[src/rtl/oct_pkg.sv]
package oct_pkg;
  // Register indices; byte address is four times the index
  localparam logic [7:0] IDX_CHANNEL_SELECT = 8'h80;
  localparam logic [7:0] IDX_COMPARE_FORCE  = 8'h81;
  localparam logic [7:0] IDX_CH7_MASK       = 8'h82;
  localparam logic [7:0] IDX_CH7_DATA       = 8'h83;
  localparam logic [7:0] IDX_MAIN_COUNTER   = 8'h84;
  localparam logic [7:0] IDX_MAIN_COUNTER_L = 8'h85;
  localparam logic [7:0] IDX_SYSTEM_CONTROL = 8'h86;
  localparam logic [7:0] IDX_RESERVED_QUEUE = 8'h87;
  localparam logic [7:0] IDX_ACTION_UPPER   = 8'h88;
  localparam logic [7:0] IDX_ACTION_LOWER   = 8'h89;
  localparam logic [7:0] IDX_PRESCALE_SEL   = 8'h8d;
  localparam logic [7:0] IDX_COMPARE_BASE   = 8'h90;
  localparam logic [7:0] IDX_COMPARE_LAST   = 8'h9f;
  localparam logic [7:0] IDX_PULSE_THREE    = 8'ha2;
  localparam logic [7:0] IDX_PULSE_TWO      = 8'ha3;
  localparam logic [7:0] IDX_PULSE_ONE      = 8'ha4;
  localparam logic [7:0] IDX_PULSE_ZERO     = 8'ha5;
  localparam logic [7:0] IDX_MODULUS_HI     = 8'hb6;
  localparam logic [7:0] IDX_MODULUS_LO     = 8'hb7;
  // System control bit positions
  localparam int BIT_TIMER_ON     = 7;
  localparam int BIT_STOP_IN_WAIT = 6;
  localparam int BIT_STOP_IN_DBG  = 5;
  localparam int BIT_FAST_CLEAR   = 4;
  // Reset values and the counter top
  localparam logic [7:0]  RST_BYTE    = 8'h00;
  localparam logic [15:0] RST_COUNTER = 16'h0000;
  localparam logic [15:0] COUNTER_TOP = 16'hffff;
  // Prescaler: divide-by-64 tap
  localparam logic [5:0]  DIV64_MASK  = 6'h3f;
  // Output action encodings
  typedef enum logic [1:0] {
    ACT_OFF    = 2'b00,
    ACT_TOGGLE = 2'b01,
    ACT_LOW    = 2'b10,
    ACT_HIGH   = 2'b11
  } oct_action_e;
endpackage

[src/rtl/oct_tick_if.sv]
`timescale 1ns/1ps
`default_nettype none
// Run control and prescaler ticks between control and prescaler
interface oct_tick_if;
  logic       run;
  logic [2:0] pr_sel;
  logic       cnt_tick;
  logic       div64_tick;
  modport ctl (output run, output pr_sel, input cnt_tick, input div64_tick);
  modport pre (input run, input pr_sel, output cnt_tick, output div64_tick);
endinterface
`default_nettype wire

[src/rtl/oct_prescaler.sv]
`timescale 1ns/1ps
`default_nettype none
// Prescaler, counting only while running, giving counter and divide-by-64 enable pulses
module oct_prescaler #(
  parameter int PRE_BITS = 7
) (
  input  wire logic clk,
  input  wire logic rst_n,
  oct_tick_if.pre   tk
);
  logic [PRE_BITS-1:0] cnt_q;
  logic [2:0]          pr_q;
  logic [PRE_BITS-1:0] mask;

  // Divide-by-64 tap and all seven stages need at least seven bits
  if (PRE_BITS < 7)
  begin : g_bad_bits
    $error("PRE_BITS must be at least 7");
  end

  assign mask = PRE_BITS'((1 << pr_q) - 1);

  // Stages run only while the timer is active
  always_ff @(posedge clk or negedge rst_n)
  begin
    if (!rst_n) cnt_q <= '0;
    else if (tk.run) cnt_q <= cnt_q + 1'b1;
  end

  // New factor taken only where all stages are zero
  always_ff @(posedge clk or negedge rst_n)
  begin
    if (!rst_n) pr_q <= 3'h0;
    else if (cnt_q == '0) pr_q <= tk.pr_sel;
  end

  // Tick pulses, none while stopped
  always_ff @(posedge clk or negedge rst_n)
  begin
    if (!rst_n)
    begin
      tk.cnt_tick   <= 1'b0;
      tk.div64_tick <= 1'b0;
    end
    else
    begin
      tk.cnt_tick   <= tk.run && ((cnt_q & mask) == mask);
      tk.div64_tick <= tk.run && (cnt_q[5:0] == oct_pkg::DIV64_MASK);
    end
  end
endmodule // oct_prescaler
`default_nettype wire

[src/rtl/oct_timer.sv]
// The AHB-Lite interface to the registers was decided locally.
`timescale 1ns/1ps
`default_nettype none
// Output compare and main counter control with AHB-Lite registers
module oct_timer #(
  parameter int CH_COUNT = 8
) (
  input  wire logic        CLK,
  input  wire logic        RSTN,
  input  wire logic        HSEL,
  input  wire logic [31:0] HADDR,
  input  wire logic [1:0]  HTRANS,
  input  wire logic        HWRITE,
  input  wire logic [2:0]  HSIZE,
  input  wire logic [31:0] HWDATA,
  input  wire logic        HREADY,
  output logic      [31:0] HRDATA,
  output logic             HREADYOUT,
  output logic             HRESP,
  input  wire logic [7:0]  PORT_DIRECTION,
  input  wire logic [7:0]  PORT_LATCH,
  input  wire logic        SPECIAL_MODE_LOW,
  input  wire logic        WAIT_MODE,
  input  wire logic        DEBUG_MODE,
  output logic      [7:0]  TIMER_PORT_OUT,
  output logic      [7:0]  TIMER_PORT_OE,
  output logic      [7:0]  COMPARE_EVENT,
  output logic             OVERFLOW_EVENT,
  output logic             DIV64_TICK,
  output logic             ACC_RUN,
  output logic             MODULUS_RUN,
  output logic      [7:0]  CLR_CHANNEL_FLAG,
  output logic             CLR_OVERFLOW_FLAG,
  output logic             CLR_ACC_A_FLAGS,
  output logic             CLR_ACC_B_FLAG,
  output logic             CLR_MODULUS_ZERO_FLAG
);
  logic        rst_meta_q;
  logic        rst_n;
  logic        sel_ok;
  logic        wr_q;
  logic        acc_q;
  logic [7:0]  idx_q;
  logic [7:0]  idx_a;
  logic        acc_rd;
  logic        acc_wr;
  logic [31:0] rdata_d;
  logic [7:0]  channel_is_compare_q;
  logic [7:0]  ch7_output_mask_q;
  logic [7:0]  ch7_output_data_q;
  logic [15:0] main_counter_q;
  logic [7:0]  control_q;
  logic [7:0]  output_action_upper_q;
  logic [7:0]  output_action_lower_q;
  logic [2:0]  prescale_sel_q;
  logic [15:0] channel_compare_value_q [CH_COUNT];
  logic [7:0]  compare_output_line_q;
  logic [7:0]  force_bits;
  logic [7:0]  match;
  logic [7:0]  act;
  logic [7:0]  drive;
  logic [7:0]  line_d;
  logic        wr_ok;
  logic        fast;
  logic        stop_wait;
  logic        stop_dbg;

  oct_tick_if tk ();

  // Eight channels are wired into the byte registers
  if (CH_COUNT != 8)
  begin : g_bad_count
    $error("CH_COUNT must be 8");
  end

  // Per-channel action pair from the two action registers
  function automatic logic [1:0] pair_of(input logic [7:0] up, input logic [7:0] lo,
                                         input int n);
    logic [15:0] all;
    all = {up, lo};
    return all[2*n +: 2];
  endfunction

  // Next line level for an action
  function automatic logic apply_action(input logic [1:0] pair, input logic cur);
    case (pair)
      oct_pkg::ACT_TOGGLE: return ~cur;
      oct_pkg::ACT_LOW:    return 1'b0;
      oct_pkg::ACT_HIGH:   return 1'b1;
      default:             return cur;
    endcase
  endfunction

  // Channel number of a compare register index
  function automatic int chan_of(input logic [7:0] idx);
    return int'(idx - oct_pkg::IDX_COMPARE_BASE) >> 1;
  endfunction

  // Reset release through two flip-flops
  always_ff @(posedge CLK or negedge RSTN)
  begin
    if (!RSTN)
    begin
      rst_meta_q <= 1'b0;
      rst_n      <= 1'b0;
    end
    else
    begin
      rst_meta_q <= 1'b1;
      rst_n      <= rst_meta_q;
    end
  end

  oct_prescaler #(.PRE_BITS(7)) u_pre (
    .clk   (CLK),
    .rst_n (rst_n),
    .tk    (tk)
  );

  // Run conditions for timer, accumulators, modulus counter
  assign fast      = control_q[oct_pkg::BIT_FAST_CLEAR];
  assign stop_wait = WAIT_MODE && control_q[oct_pkg::BIT_STOP_IN_WAIT];
  assign stop_dbg  = DEBUG_MODE && control_q[oct_pkg::BIT_STOP_IN_DBG];
  assign tk.run    = control_q[oct_pkg::BIT_TIMER_ON] && !stop_wait && !stop_dbg;
  assign tk.pr_sel = prescale_sel_q;

  // Address phase decode
  assign sel_ok = HSEL && HTRANS[1] && HREADY;
  assign idx_a  = (HADDR[31:10] == '0) ? HADDR[9:2] : 8'h00;
  assign acc_rd = sel_ok && !HWRITE;
  assign acc_wr = acc_q && wr_q;

  // Address phase capture for the data phase
  always_ff @(posedge CLK or negedge rst_n)
  begin
    if (!rst_n)
    begin
      acc_q <= 1'b0;
      wr_q  <= 1'b0;
      idx_q <= 8'h00;
    end
    else
    begin
      acc_q <= sel_ok;
      wr_q  <= HWRITE;
      idx_q <= idx_a;
    end
  end

  // Zero-wait slave, always OKAY
  always_ff @(posedge CLK or negedge rst_n)
  begin
    if (!rst_n)
    begin
      HREADYOUT <= 1'b1;
      HRESP     <= 1'b0;
    end
    else
    begin
      HREADYOUT <= 1'b1;
      HRESP     <= 1'b0;
    end
  end

  // Read mux, unmapped and reserved read zero
  always_comb
  begin
    rdata_d = 32'h0000_0000;
    case (idx_a)
      oct_pkg::IDX_CHANNEL_SELECT: rdata_d[7:0] = channel_is_compare_q;
      oct_pkg::IDX_COMPARE_FORCE:  rdata_d[7:0] = 8'h00;
      oct_pkg::IDX_CH7_MASK:       rdata_d[7:0] = ch7_output_mask_q;
      oct_pkg::IDX_CH7_DATA:       rdata_d[7:0] = ch7_output_data_q;
      oct_pkg::IDX_MAIN_COUNTER:   rdata_d[15:0] = main_counter_q;
      oct_pkg::IDX_SYSTEM_CONTROL: rdata_d[7:0] = control_q;
      oct_pkg::IDX_ACTION_UPPER:   rdata_d[7:0] = output_action_upper_q;
      oct_pkg::IDX_ACTION_LOWER:   rdata_d[7:0] = output_action_lower_q;
      oct_pkg::IDX_PRESCALE_SEL:   rdata_d[2:0] = prescale_sel_q;
      default:
      begin
        if (idx_a >= oct_pkg::IDX_COMPARE_BASE && idx_a <= oct_pkg::IDX_COMPARE_LAST
            && !idx_a[0])
          rdata_d[15:0] = channel_compare_value_q[chan_of(idx_a)];
      end
    endcase
  end

  // Read data registered at address phase
  always_ff @(posedge CLK or negedge rst_n)
  begin
    if (!rst_n) HRDATA <= 32'h0000_0000;
    else if (acc_rd) HRDATA <= rdata_d;
  end

  // Control register writes
  always_ff @(posedge CLK or negedge rst_n)
  begin
    if (!rst_n)
    begin
      channel_is_compare_q  <= oct_pkg::RST_BYTE;
      ch7_output_mask_q     <= oct_pkg::RST_BYTE;
      ch7_output_data_q     <= oct_pkg::RST_BYTE;
      control_q             <= oct_pkg::RST_BYTE;
      output_action_upper_q <= oct_pkg::RST_BYTE;
      output_action_lower_q <= oct_pkg::RST_BYTE;
      prescale_sel_q        <= 3'h0;
    end
    else if (acc_wr)
    begin
      case (idx_q)
        oct_pkg::IDX_CHANNEL_SELECT: channel_is_compare_q <= HWDATA[7:0];
        oct_pkg::IDX_CH7_MASK:       ch7_output_mask_q <= HWDATA[7:0];
        oct_pkg::IDX_CH7_DATA:       ch7_output_data_q <= HWDATA[7:0];
        oct_pkg::IDX_SYSTEM_CONTROL: control_q <= HWDATA[7:0];
        oct_pkg::IDX_ACTION_UPPER:   output_action_upper_q <= HWDATA[7:0];
        oct_pkg::IDX_ACTION_LOWER:   output_action_lower_q <= HWDATA[7:0];
        oct_pkg::IDX_PRESCALE_SEL:   prescale_sel_q <= HWDATA[2:0];
        default:                     ;
      endcase
    end
  end

  // Compare value registers
  always_ff @(posedge CLK or negedge rst_n)
  begin
    if (!rst_n)
    begin
      for (int n = 0; n < CH_COUNT; n++)
        channel_compare_value_q[n] <= oct_pkg::RST_COUNTER;
    end
    else if (acc_wr && idx_q >= oct_pkg::IDX_COMPARE_BASE
             && idx_q <= oct_pkg::IDX_COMPARE_LAST && !idx_q[0])
      channel_compare_value_q[chan_of(idx_q)] <= HWDATA[15:0];
  end

  // Write pulse of the force register, never stored
  assign force_bits = (acc_wr && idx_q == oct_pkg::IDX_COMPARE_FORCE)
                      ? HWDATA[7:0] : 8'h00;

  // Main counter: word write only in special mode, else count on tick
  assign wr_ok = acc_wr && idx_q == oct_pkg::IDX_MAIN_COUNTER && !SPECIAL_MODE_LOW;
  always_ff @(posedge CLK or negedge rst_n)
  begin
    if (!rst_n) main_counter_q <= oct_pkg::RST_COUNTER;
    else if (wr_ok) main_counter_q <= HWDATA[15:0];
    else if (tk.cnt_tick) main_counter_q <= main_counter_q + 16'h0001;
  end

  // Real compares and the actions they or a force trigger
  always_comb
  begin
    for (int n = 0; n < CH_COUNT; n++)
    begin
      match[n] = channel_is_compare_q[n] && tk.cnt_tick
                 && main_counter_q == channel_compare_value_q[n];
      act[n]   = match[n] || force_bits[n];
    end
  end

  // Pin drive and next line level; channel 7 act settled before use
  always_comb
  begin
    for (int n = 0; n < CH_COUNT; n++)
    begin
      drive[n] = (channel_is_compare_q[n] && ch7_output_mask_q[n])
                 || pair_of(output_action_upper_q, output_action_lower_q, n) != 2'b00;
      if (act[7] && ch7_output_mask_q[n])
        line_d[n] = ch7_output_data_q[n];
      else if (act[n] && !ch7_output_mask_q[n])
        line_d[n] = apply_action(pair_of(output_action_upper_q, output_action_lower_q, n),
                                 compare_output_line_q[n]);
      else
        line_d[n] = compare_output_line_q[n];
    end
  end

  // Compare output lines
  always_ff @(posedge CLK or negedge rst_n)
  begin
    if (!rst_n) compare_output_line_q <= oct_pkg::RST_BYTE;
    else compare_output_line_q <= line_d;
  end

  // Pin drive, compare logic overrides direction
  always_ff @(posedge CLK or negedge rst_n)
  begin
    if (!rst_n)
    begin
      TIMER_PORT_OUT <= 8'h00;
      TIMER_PORT_OE  <= 8'h00;
    end
    else
    begin
      for (int n = 0; n < CH_COUNT; n++)
      begin
        TIMER_PORT_OUT[n] <= drive[n] ? line_d[n] : PORT_LATCH[n];
        TIMER_PORT_OE[n]  <= drive[n] || PORT_DIRECTION[n];
      end
    end
  end

  // Events, ticks and run levels for the neighbouring logic
  always_ff @(posedge CLK or negedge rst_n)
  begin
    if (!rst_n)
    begin
      COMPARE_EVENT  <= 8'h00;
      OVERFLOW_EVENT <= 1'b0;
      DIV64_TICK     <= 1'b0;
      ACC_RUN        <= 1'b0;
      MODULUS_RUN    <= 1'b0;
    end
    else
    begin
      COMPARE_EVENT  <= match;
      OVERFLOW_EVENT <= tk.cnt_tick && !wr_ok && main_counter_q == oct_pkg::COUNTER_TOP;
      DIV64_TICK     <= tk.div64_tick;
      ACC_RUN        <= !stop_wait;
      MODULUS_RUN    <= !stop_wait && !stop_dbg;
    end
  end

  // Fast flag clearing on register access
  always_ff @(posedge CLK or negedge rst_n)
  begin
    if (!rst_n)
    begin
      CLR_CHANNEL_FLAG      <= 8'h00;
      CLR_OVERFLOW_FLAG     <= 1'b0;
      CLR_ACC_A_FLAGS       <= 1'b0;
      CLR_ACC_B_FLAG        <= 1'b0;
      CLR_MODULUS_ZERO_FLAG <= 1'b0;
    end
    else
    begin
      for (int n = 0; n < CH_COUNT; n++)
        CLR_CHANNEL_FLAG[n] <= fast && sel_ok
          && idx_a >= oct_pkg::IDX_COMPARE_BASE && idx_a <= oct_pkg::IDX_COMPARE_LAST
          && chan_of(idx_a) == n
          && (HWRITE ? channel_is_compare_q[n] : !channel_is_compare_q[n]);
      CLR_OVERFLOW_FLAG <= fast && sel_ok && (idx_a == oct_pkg::IDX_MAIN_COUNTER
                           || idx_a == oct_pkg::IDX_MAIN_COUNTER_L);
      CLR_ACC_A_FLAGS   <= fast && sel_ok && (idx_a == oct_pkg::IDX_PULSE_THREE
                           || idx_a == oct_pkg::IDX_PULSE_TWO);
      CLR_ACC_B_FLAG    <= fast && sel_ok && (idx_a == oct_pkg::IDX_PULSE_ONE
                           || idx_a == oct_pkg::IDX_PULSE_ZERO);
      CLR_MODULUS_ZERO_FLAG <= fast && sel_ok && (idx_a == oct_pkg::IDX_MODULUS_HI
                               || idx_a == oct_pkg::IDX_MODULUS_LO);
    end
  end
endmodule // oct_timer
`default_nettype wire

[config.mk]
export PLATFORM = sky130hd
export DESIGN_NAME = oct_timer
export DESIGN_NICKNAME = d
export VERILOG_FILES = /design/src/rtl/oct_pkg.sv /design/src/rtl/oct_tick_if.sv /design/src/rtl/oct_prescaler.sv /design/src/rtl/oct_timer.sv
export SDC_FILE = /design/constraint.sdc
export NUM_CORES = 1
export LEC_CHECK = 0
export ABC_CLOCK_PERIOD_IN_PS = 10100
export BUFFER_PORTS_ARGS = -buffer_cell sky130_fd_sc_hd__buf_2
export CORE_MARGIN = 2
export CORE_UTILIZATION = 58
export DETAILED_ROUTE_END_ITERATION = 16
export PLACE_DENSITY = 0.79
export SLEW_MARGIN = 0
export SYNTH_ARGS = -nofsm -noshare
export SYNTH_HDL_FRONTEND = slang
export SYNTH_SLANG_ARGS = --single-unit
[constraint.sdc]
create_clock -name CLK -period 10.1 [get_ports CLK]
set_clock_uncertainty 0.05 [all_clocks]
set_input_delay 2.02 -clock CLK [delete_from_list [all_inputs] [get_ports CLK]]
set_output_delay 2.02 -clock CLK [all_outputs]
set_load 0.05 [all_outputs]
Word level (Yosys, flattened, before mapping)
Cells that the tools add are included.
{"block": "word_totals", "input_bits": 93, "regBits": 283, "wordCells": 341}
{"block": "classes", "reduce_logical": 157, "muxes": 54, "bitwise": 11, "n_shift": 1, "order_cmp": 7, "n_eq_ne": 67, "n_addsub": 5}
{"op": "8-bit == test, second input constant", "count": 25}
{"op": "128-bit bitwise mux", "count": 1}
{"op": "16-bit == test", "count": 8}
{"op": "16-bit two-way mux", "count": 6}
{"op": "1-bit logical AND", "count": 85}
{"op": "32-bit by 4-bit greater-or-equal comparator with 1-bit output, second input constant", "count": 2}
{"op": "31-bit inverter with 32-bit output", "count": 2}
{"op": "16-bit binary-select mux with 3-bit select", "count": 1}
{"op": "16-bit demux with 3-bit select", "count": 1}
{"op": "5-bit one-hot mux with 8 select lines", "count": 1}
{"op": "2-bit == test, second input constant", "count": 16}
{"op": "8-bit by 4-bit == test with 1-bit output, second input constant", "count": 4}
{"op": "32-bit logical NOT", "count": 1}
{"op": "32-bit by 1-bit < comparator with 1-bit output, second input constant", "count": 1}
{"op": "1-bit two-way mux", "count": 32}
{"op": "1-bit logical OR", "count": 28}
{"op": "3-bit one-hot mux with 9 select lines", "count": 1}
{"op": "1-bit one-hot mux with 3 select lines", "count": 8}
{"op": "1-bit logical NOT", "count": 23}
{"op": "22-bit logical NOT", "count": 1}
{"op": "2-bit nonzero test", "count": 9}
{"op": "8-bit by 8-bit subtractor with 9-bit output, second input constant", "count": 2}
{"op": "16-bit by 1-bit adder with 16-bit output, second input constant", "count": 1}
{"op": "16-bit == test, second input constant", "count": 1}
{"op": "other kinds (18)", "count": 42}

Depth between registers and ports, before layout
Gate-level depths: netlist (run 1).
{"block": "depth", "word_depth": 9, "depth_mapped": 12, "depth_no_buf": 11}

Hierarchy
From an unflattened synthesis (run 1), not the netlist that was laid out.
{"block": "unflattened", "hier_cells": 1471, "hier_area_um2": 15665.0}
{"mod": "oct_timer", "seq_area_each_um2": 6781.5, "n_inst": 1, "area_each_um2": 15143.3, "cells_each": 1426}
{"mod": "oct_prescaler", "seq_area_each_um2": 300.3, "n_inst": 1, "area_each_um2": 521.8, "cells_each": 45}

Least setup slack after synthesis (run 1)
OpenSTA, ideal clock, no wires.
{"block": "synth_path", "path_type": "input to register", "startpoint": "input port HADDR[22]", "endpoint": "register HRDATA[5]", "arrival_time_ns": 4.233, "slack_ns": 5.672, "stages": 11, "setup_time_ns": 0.146, "path_cell_list": "nor4_2 > nand2_1 > nor2_4 > nand2_1 > ha_1 > nand3b_1 > nor2_1 > and4_1 > a222oi_1 > nor4b_1 > a211oi_1"}
{"block": "synth_between", "elab_chain_cells": 9, "word_cells_on_any_way": 24}
{"element": "from (decl)", "line_no": "oct_timer.sv:11", "text": "input wire logic [31:0] HADDR,"}
{"element": "22-bit logical NOT (*)", "line_no": "oct_timer.sv:129", "text": "assign idx_a = (HADDR[31:10] == '0) ? HADDR[9:2] : 8'h00;"}
{"element": "8-bit two-way mux (*)", "line_no": "oct_timer.sv:129"}
{"element": "8-bit by 8-bit subtractor with 9-bit output", "line_no": "oct_timer.sv:96", "text": "return int'(idx - oct_pkg::IDX_COMPARE_BASE) >> 1;"}
{"element": "31-bit inverter with 32-bit output (implied by the code)", "line_no": "oct_timer.sv:183", "text": "rdata_d[15:0] = channel_compare_value_q[chan_of(idx_a)];"}
{"element": "16-bit binary-select mux with 3-bit select", "line_no": "oct_timer.sv:183"}
{"element": "16-bit two-way mux (implied by the code) (2 in a row)", "line_no": "oct_timer.sv:183"}
{"element": "16-bit two-way mux", "line_no": "oct_timer.sv:181", "text": "if (idx_a >= oct_pkg::IDX_COMPARE_BASE && idx_a <= oct_pkg::IDX_COMPARE_LAST"}
{"element": "5-bit one-hot mux with 8 select lines (*)", "line_no": "oct_timer.sv:169", "text": "case (idx_a)"}
{"element": "to (signal assigned)", "line_no": "oct_timer.sv:192", "text": "else if (acc_rd) HRDATA <= rdata_d;"}
{"element": "to (decl)", "line_no": "oct_timer.sv:17", "text": "output logic [31:0] HRDATA,"}
Mark *: on every way between the ends. The rest lies on a longest branch, timed or not. The select of a mux whose other input is x is not followed.
A chain may end at the register's enable or synchronous reset.

Worst setup path after layout (run 1)
{"block": "layout_path", "startpoint": "input port HADDR[16]", "endpoint": "register HRDATA[11]"}
{"block": "layout_between", "elab_chain_cells": 9, "word_cells_on_any_way": 24}
{"element": "22-bit logical NOT (*)", "line_no": "oct_timer.sv:129"}
{"element": "8-bit two-way mux (*)", "line_no": "oct_timer.sv:129"}
{"element": "8-bit by 8-bit subtractor with 9-bit output", "line_no": "oct_timer.sv:96"}
{"element": "31-bit inverter with 32-bit output (implied by the code)", "line_no": "oct_timer.sv:183"}
{"element": "16-bit binary-select mux with 3-bit select", "line_no": "oct_timer.sv:183"}
{"element": "16-bit two-way mux (implied by the code) (2 in a row)", "line_no": "oct_timer.sv:183"}
{"element": "16-bit two-way mux", "line_no": "oct_timer.sv:181"}
{"element": "8-bit one-hot mux with 2 select lines (*)", "line_no": "oct_timer.sv:169"}
Marked as above.

==> Flow_metrics.wiki, run 1 <==
{| class="wikitable"
! Metric !! Value
|-
| Top delay family on crit path || simple AND/OR/NAND/NOR gates
|-
| Regs by FF count || channel_compare_value_q (128), HRDATA (16), main_counter_q (16)
|-
| Placeable core area || 0.02680 mm²
|-
| First-pass GRT wire length || 76.58 mm
|-
| Post-Place Worst Slack || 4.372 ns
|-
| Hold Vio Cnt, Final || 0
|-
| Count of flip-flops with a built-in enable after synthesis || 0
|-
| Critical-path cell list || buf_2, nor4_4, nand4_4, nor2_4, nand2_1, ha_1, nand3b_1, nor4b_1, nor2_1, nand2_1, o31ai_1
|-
| Sort of element at the start of the critical path || primary input
|-
| Detailed placer's ending HPWL || 35.12 mm
|-
| Total of warnings raised by yosys || 0
|-
| Proportion of register bits with asynchronous set or reset after synthesis || 1.000
|-
| Number of instances resized during post-cts repair || 0
|-
| Mean instance size in the synthesized netlist || 10.72 µm²
|-
| Clock H-tree levels || 2
|-
| Hold Path Class || flip-flop to asynchronous set/reset pin
|-
| Required time of the worst setup path || 10.47 ns
|-
| Number of search-and-repair iterations in the first detailed-routing pass || 8
|-
| Largest register by flop count || channel_compare_value_q
|-
| Worst path buffer plus inverter count || 1
|-
| Setup TNS || 0 ns
|-
| Run status || complete, no violations
|-
| Number of buffers inserted during clock tree synthesis || 34
|-
| Initial antenna violation count || 0
|-
| Setup-violating endpoint count in the final report || 0
|-
| Syn-to-layout area delta || 11.82%
|-
| Number of global-route vias before repair || 12699
|-
| Die Width || 168.9 µm
|-
| Initial detailed-routing violation count || 1653
|-
| Fraction of final layout cells with drive strength greater than 1 || 0.2700
|-
| Antenna-violating nets left || 0
|-
| Post-synthesis cell type with the largest combined area || sky130_fd_sc_hd__dfrtp_1
|-
| Pin count of the biggest net entering global routing || 171
|-
| Clock transition at the register clock pins on the worst setup and hold paths after CTS || 0.06 ns
|-
| Primary flip-flop cell chosen by synthesis mapping || sky130_fd_sc_hd__dfrtp_1
|-
| Clock sink count || 283
|-
| RSZ-0062 raised after global routing || no
|-
| Flip-flop and latch count after synthesis || 283
|-
| Latest clock arrival within the worst-skew pair || 0.52 ns
|-
| # rows || 60
|-
| Post-synthesis instance area || 0.01577 mm²
|-
| Number of fillers in the final layout || 2148
|-
| WP data arrival || 5.78 ns
|-
| Max Root-Sink Buffers || 3
|-
| Die height || 168.9 µm
|-
| Setup Buffers After CTS || 0
|-
| Most repeated library cell on the critical path || sky130_fd_sc_hd__nand2_1
|-
| Number of nets in the layout || 1669
|-
| Cell depth of the worst flop-to-flop path || 6
|-
| Num ports || 167
|-
| Standard cell with the maximum stage delay on the critical path || sky130_fd_sc_hd__nor2_4
|-
| Via-to-Cell Ratio || 6.702
|-
| Area of the multi-input gates || 0.008198 mm²
|-
| Detailed-route wire length per cell || 26.38 µm
|-
| Die outline area || 0.02852 mm²
|-
| Final period utilization || 0.5356
|-
| GPL Wtd Cong || 0.9864
|-
| Crit. path cell count || 11
|-
| Maximum cell stage delay along the critical path || 0.56 ns
|-
| Kind of end point of the critical path || flip-flop
|-
| Total Wirelength || 50.91 mm
|-
| Slew at the pin closest to its max-slew limit || 1.212 ns
|-
| Global-route usage over all layers || 0.3574
|-
| Gate Count Post-Synth || 1470
|-
| Final design area excluding fillers || 0.01763 mm²
|-
| WS Path Type || primary input to flip-flop
|-
| Total count of max-transition violations in the final report || 0
|-
| Leakage Power || 7.744 nW
|-
| Number of port buffers || 126
|-
| Leading cell type by number of instances after synthesis || sky130_fd_sc_hd__dfrtp_1
|-
| Routed via count || 12935
|-
| Max-capacitance violation count || 0
|-
| Pwr/cell area || 150.0 mW/mm²
|-
| Tot Pwr || 2.644 mW
|-
| Most frequent cells after synthesis || sky130_fd_sc_hd__dfrtp_1 (283), sky130_fd_sc_hd__mux2_2 (192), sky130_fd_sc_hd__xor2_1 (139)
|-
| Largest driver fanout on the critical path || 25
|-
| Footprint of the flip-flops and latches || 0.007086 mm²
|-
| Highest achievable clock rate || 0.1848 GHz
|-
| Yosys cell types || 76
|-
| Final critical path time including I/O delays and setup || 5.410 ns
|-
| DP Area || 0.01657 mm²
|-
| Drt drc || 0
|-
| Number of diodes || 0
|-
| Share of the yosys chip area belonging to registers || 0.4492
|-
| Max VDD drop || 0.1286 mV
|-
| Biggest area contributors in the synthesized netlist || sky130_fd_sc_hd__dfrtp_1 (45%), sky130_fd_sc_hd__mux2_2 (14%), sky130_fd_sc_hd__xor2_1 (7.7%), sky130_fd_sc_hd__nor4_1 (3.0%), sky130_fd_sc_hd__nor2_1 (2.2%)
|-
| Grt ovf || 0
|-
| Clock tree from TritonCTS || done
|-
| Least setup slack across all paths after layout || 4.690 ns
|-
| Hold buffer count at cts || 0
|-
| Share of the synthesized area in the top cell type || 0.4492
|-
| Master cell of the clock root buffer || sky130_fd_sc_hd__clkbuf_16
|-
| Flip-flop count of the largest register after layout || 128
|-
| Starting utilization of the core area || 0.5882
|-
| Worst slew slack as a fraction of its limit || 0.1808
|}
[worst paths after layout]
path,to,start,slack (ns)
worst max-delay path,HRDATA[11],HADDR[16],4.69
worst min-delay path,TIMER_PORT_OE[2],rst_n,0.24
worst max register to register,TIMER_PORT_OUT[5],main_counter_q[9],6.53
worst min register to register,TIMER_PORT_OE[2],rst_n,0.24
max in group asynchronous,channel_compare_value_q[46],rst_n,8.39
min in group CLK,DIV64_TICK,u_pre.tk.div64_tick,0.30
[kinds of logic (layout without fill, tap and decap cells)]
logic type                 after synthesis  in the layout  synth area share
and+or+nand+nor                        459            459            0.1675
DFF                                    283            283            0.4492
muxes                                  220            220            0.1573
AOI/OAI and AO/OA                      216            216           0.09389
xor gates and xnor gates               158            158           0.08778
buffers and inverters                  122            224           0.03595
adders and majority gates               10             10          0.007937
other                                    2             19         0.0004764
[per-layer routing]
metal / routed length [µm] / GRT usage / up-vias / share of wire
met5: 0 / 0 / - / 0
met4: 2642 / 0.1754 / 0 / 0.052
met3: 5807 / 0.08651 / 162 / 0.11
met2: 22550 / 0.5454 / 863 / 0.44
met1: 19900 / 0.4808 / 6352 / 0.39
li1: - / - / 5558 / -
[final cells by class]
type / count / area share
inverter: 19 / 0.004046
tap: 341 / 0.02420
sequential: 283 / 0.4019
timing repair buffer: 146 / 0.04500
multi-input combinational: 1082 / 0.4650
clock buffer: 47 / 0.05565
clock inverter: 12 / 0.004117
[through the flow]
| step | instances | util | hold WS [ns] |
|---|---|---|---|
| 3_5_place_dp | 1871 | 0.6184 | 0.2564 |
| 4_1_cts | 1930 | 0.6578 | 0.2628 |
| 3_3_place_gp | 1871 | 0.6184 | 0.2491 |
| 5_1_grt | 1930 | 0.6578 | 0.2890 |
| 6_report | 1930 | 0.6578 | 0.2351 |
| 2_1_floorplan | 1487 | - | 0.2812 |
[power breakdown]
part | switching [mW] | internal (mW)
Sequential | 0.0413 | 1.16
Clock | 0.488 | 0.680
Combinational | 0.197 | 0.0752
Total | 0.726 | 1.92
[cell usage in the layout, fill, tap and decap left out, types with 10 or more instances in the layout]
cell type and instances:
sky130_fd_sc_hd__buf_2 126, sky130_fd_sc_hd__nor3_1 29, sky130_fd_sc_hd__nand2_1 72, sky130_fd_sc_hd__conb_1 19, sky130_fd_sc_hd__o22ai_1 16, sky130_fd_sc_hd__nor4_1 76
sky130_fd_sc_hd__xnor2_1 19, sky130_fd_sc_hd__clkbuf_16 35, sky130_fd_sc_hd__dfrtp_1 282, sky130_fd_sc_hd__mux2i_1 25, sky130_fd_sc_hd__a211oi_1 20, sky130_fd_sc_hd__inv_1 18
sky130_fd_sc_hd__mux2_2 192, sky130_fd_sc_hd__or4_1 10, sky130_fd_sc_hd__and2_1 11, sky130_fd_sc_hd__nand2b_1 21, sky130_fd_sc_hd__nor2_1 93, sky130_fd_sc_hd__xor2_1 139
sky130_fd_sc_hd__a21oi_1 41, sky130_fd_sc_hd__nand3_1 18, sky130_fd_sc_hd__nor3b_1 15, sky130_fd_sc_hd__ha_1 10, sky130_fd_sc_hd__o41ai_1 12, sky130_fd_sc_hd__nand4_1 24
sky130_fd_sc_hd__o21ai_0 46, sky130_fd_sc_hd__and3_1 22, sky130_fd_sc_hd__buf_4 19
No activity file was read; power rests on OpenSTA's default activity.
==> run 2: changes to the inputs <==
- ABC_AREA: default -> 1
- ABC_CLOCK_PERIOD_IN_PS: 10100 -> 5100
- PLACE_DENSITY: 0.79 -> 0.78
- clock period: 10.1 -> 5.1 ns (I/O delays scaled with it)
==> run 2 against run 1 <==
  * Register-to-register slack worse by 4.8 ns
  * Global-route usage grew 4.1 points
  * Hold slack lost 0.0078 ns
  * Largest cell class unchanged
  * Core utilization is 0.13 points lower
  * Largest power group unchanged
==> Flow_metrics.wiki, run 2 <==
{| class="wikitable"
! Metric !! Value
|-
| Run status || complete, no violations
|-
| Number of nets in the layout || 2624
|-
| Die outline area || 0.03093 mm²
|-
| Post-Place Worst Slack || 0.9792 ns
|-
| Clock tree from TritonCTS || done
|-
| Drt drc || 0
|-
| Flip-flop count of the largest register after layout || 128
|-
| Combinational family with the most area after synthesis || simple AND/OR/NAND/NOR gates
|-
| Pin count of the biggest net entering global routing || 134
|-
| Global-route usage over all layers || 0.3988
|-
| # rows || 62
|-
| Commonest non-fill, non-tap cell in the layout || sky130_fd_sc_hd__nand2_1
|-
| Standard cell with the maximum stage delay on the critical path || sky130_fd_sc_hd__nor2_1
|-
| Slew at the pin closest to its max-slew limit || 1.269 ns
|-
| Final instance count without filler cells || 2928
|-
| Final period utilization || 0.7302
|-
| Number of buffers inserted during clock tree synthesis || 34
|-
| Number of fillers in the final layout || 2618
|-
| Sort of element at the start of the critical path || primary input
|-
| Master cell of the clock root buffer || sky130_fd_sc_hd__clkbuf_16
|-
| Hold Path Class || primary input to asynchronous set/reset pin
|-
| Kind of end point of the critical path || flip-flop
|-
| Post-synthesis instance area || 0.01714 mm²
|-
| Number of global-route vias before repair || 16156
|-
| Max Root-Sink Buffers || 3
|-
| Clock transition at the register clock pins on the worst setup and hold paths after CTS || 0.06 ns
|-
| Setup Buffers After CTS || 0
|-
| Proportion of register bits with asynchronous set or reset after synthesis || 1.000
|-
| Setup-violating endpoint count in the final report || 0
|-
| Starting utilization of the core area || 0.5922
|-
| Syn-to-layout area delta || 10.86%
|-
| First-pass GRT wire length || 93.72 mm
|-
| Synthesized-area fraction occupied by ao, oa, aoi and oai cells || 0.1165
|-
| GPL Wtd Cong || 1.000
|-
| Placed Cells incl. Taps || 2868
|-
| Max-capacitance violation count || 0
|-
| Worst slew slack as a fraction of its limit || 0.1517
|-
| Critical-path cell list || buf_2, nor2_1, nand2_1, nor2_2, nand3_4, nor2_1, inv_1, ha_1, nand4_4, inv_2, nand3_4, o21ai_0, nor2_1, nand2_1, a21oi_1
|-
| Detailed placer's ending HPWL || 44.91 mm
|-
| Top delay family on crit path || simple AND/OR/NAND/NOR gates
|-
| Number of diodes || 0
|-
| Count of flip-flops with a built-in enable after synthesis || 0
|-
| Simple logic cell fraction of the synthesized area || 0.3454
|-
| Share of the synthesized area in the top cell type || 0.4133
|-
| WP data arrival || 4.10 ns
|-
| Area share of xor/xnor cells in the synthesized design || 0.02811
|-
| Number of port buffers || 126
|-
| Biggest area contributors in the synthesized netlist || sky130_fd_sc_hd__dfrtp_1 (41%), sky130_fd_sc_hd__nand2_1 (16%), sky130_fd_sc_hd__o21ai_0 (7.7%), sky130_fd_sc_hd__nor2_1 (6.2%), sky130_fd_sc_hd__inv_1 (5.3%)
|-
| Total of warnings raised by yosys || 0
|-
| Gate Count Post-Synth || 2443
|-
| Placeable core area || 0.02894 mm²
|-
| Primary flip-flop cell chosen by synthesis mapping || sky130_fd_sc_hd__dfrtp_1
|-
| Mean instance size in the synthesized netlist || 7.014 µm²
|-
| Yosys cell types || 54
|-
| Number of search-and-repair iterations in the first detailed-routing pass || 6
|-
| Regs by FF count || channel_compare_value_q (128), HRDATA (16), main_counter_q (16)
|-
| Hold Vio Cnt, Final || 0
|-
| Footprint of the flip-flops and latches || 0.007086 mm²
|-
| RSZ-0062 raised after global routing || no
|-
| Flip-flop and latch count after synthesis || 283
|-
| Antenna-violating nets left || 0
|-
| Required time of the worst setup path || 5.48 ns
|-
| Largest driver fanout on the critical path || 11
|-
| WS Path Type || primary input to flip-flop
|-
| Clock H-tree levels || 2
|-
| Fraction of final layout cells with drive strength greater than 1 || 0.1057
|-
| Total Wirelength || 61.25 mm
|-
| Maximum cell stage delay along the critical path || 0.48 ns
|-
| Max VDD drop || 0.2992 mV
|-
| Multiplexer share of the synthesized area || 0.0006572
|-
| Highest-count cells in the layout ignoring fill and taps || sky130_fd_sc_hd__nand2_1 (749), sky130_fd_sc_hd__dfrtp_1 (282), sky130_fd_sc_hd__nor2_1 (282)
|-
| Routed via count || 17239
|-
| Hold buffer count at cts || 0
|-
| Detailed-route wire length per cell || 20.92 µm
|-
| Die height || 175.9 µm
|-
| Leakage Power || 10.38 nW
|-
| Initial detailed-routing violation count || 2137
|-
| Grt ovf || 0
|-
| Via-to-Cell Ratio || 5.888
|-
| Total count of max-transition violations in the final report || 0
|-
| Setup TNS || 0 ns
|-
| Highest achievable clock rate || 0.2685 GHz
|-
| Leading cell type by number of instances after synthesis || sky130_fd_sc_hd__nand2_1
|-
| Share of the yosys chip area belonging to registers || 0.4133
|-
| Die Width || 175.9 µm
|-
| Area of the multi-input gates || 0.008636 mm²
|-
| Final critical path time including I/O delays and setup || 3.724 ns
|-
| Clock sink count || 283
|-
| Latest clock arrival within the worst-skew pair || 0.52 ns
|-
| Least setup slack across all paths after layout || 1.376 ns
|-
| Num ports || 167
|-
| Pwr/cell area || 336.1 mW/mm²
|-
| Number of instances resized during post-cts repair || 0
|-
| Initial antenna violation count || 0
|-
| Worst path buffer plus inverter count || 3
|-
| Largest register by flop count || channel_compare_value_q
|-
| Most repeated library cell on the critical path || sky130_fd_sc_hd__nor2_1
|-
| Most frequent cells after synthesis || sky130_fd_sc_hd__nand2_1 (749), sky130_fd_sc_hd__dfrtp_1 (283), sky130_fd_sc_hd__nor2_1 (283)
|-
| Arithmetic-cell share of the synthesized area counting full adders, half adders and majority gates || 0.008032
|-
| Post-synthesis cell type with the largest combined area || sky130_fd_sc_hd__dfrtp_1
|}
-- run 2: changes by cell type in the layout (fill, tap and decap cells not counted), moves of 103 or more --
| cell | before | now |
|---|---|---|
| sky130_fd_sc_hd__nand2_1 | 72 | 749 |
| sky130_fd_sc_hd__inv_1 | 18 | 241 |
| sky130_fd_sc_hd__o21ai_0 | 46 | 262 |
| sky130_fd_sc_hd__mux2_2 | 192 | 1 |
| sky130_fd_sc_hd__nor2_1 | 93 | 282 |
| sky130_fd_sc_hd__nand3_1 | 18 | 130 |
| sky130_fd_sc_hd__xor2_1 | 139 | 36 |
-- run 2: area by class of cell --
| class | instances | area share |
|---|---|---|
| clock buffers | 47 | 0.05111 |
| clock inverters | 13 | 0.006521 |
| inverters | 248 | 0.04901 |
| multi-input cells | 1812 | 0.4546 |
| flip-flops and latches | 283 | 0.3730 |
| well taps | 384 | 0.02529 |
| repair buffers | 141 | 0.04044 |
-- run 2: power by group --
part / switching (mW) / internal (mW)
combinational: 0.943 / 0.403
clock: 0.967 / 1.43
sequential: 0.306 / 2.33
-- run 2: routing by layer --
layer  global-route usage  wire length [µm]
met2               0.6194             27180
met3              0.07597              6036
met4               0.2111              3625
met5                    0                 0
met1               0.5320             24410
-- run 2: worst register-to-register path, delay by kind of cell (launching register included) --
kind	cells	cell delay, ns
AND/OR/NAND/NOR	4	1.59
flip-flops	1	0.44
buffers and inverters	1	0.08
AO/OA/AOI/OAI	2	1.10
-- run 2: path summary, 6_finish.rpt --
check | slack (ns) | from | cells after the start | to
max | 1.38 | HADDR[29] | 15 | HRDATA[12]
min reg2reg | 0.30 | u_pre.tk.div64_tick | 0 | DIV64_TICK
max in group asynchronous | 3.32 | rst_n | 1 | ch7_output_mask_q[4]
min in group CLK | 0.30 | u_pre.tk.div64_tick | 0 | DIV64_TICK
min | 0.23 | RSTN | 1 | rst_meta_q
max reg2reg | 1.72 | idx_q[2] | 7 | channel_compare_value_q[10]
-- run 2: cells by family after synthesis --
logic type	count (synthesis)
AND/OR/NAND/NOR	1364
multiplexers	1
other	2
flip-flops	283
adder cells (fa/ha/maj)	11
AO/OA/AOI/OAI	362
XOR/XNOR	55
buffers and inverters	365
-- run 2: per-stage QoR --
stage	cell area (µm²)	hold slack, ns	total power, mW	util
2_1_floorplan	17200	0.2811	3.484	-
3_3_place_gp	17900	0.2848	3.956	0.6187
3_5_place_dp	17900	0.2871	3.964	0.6187
4_1_cts	19000	0.2189	6.349	0.6565
5_1_grt	19000	0.2245	6.608	0.6565
6_report	19000	0.2273	6.384	0.6565
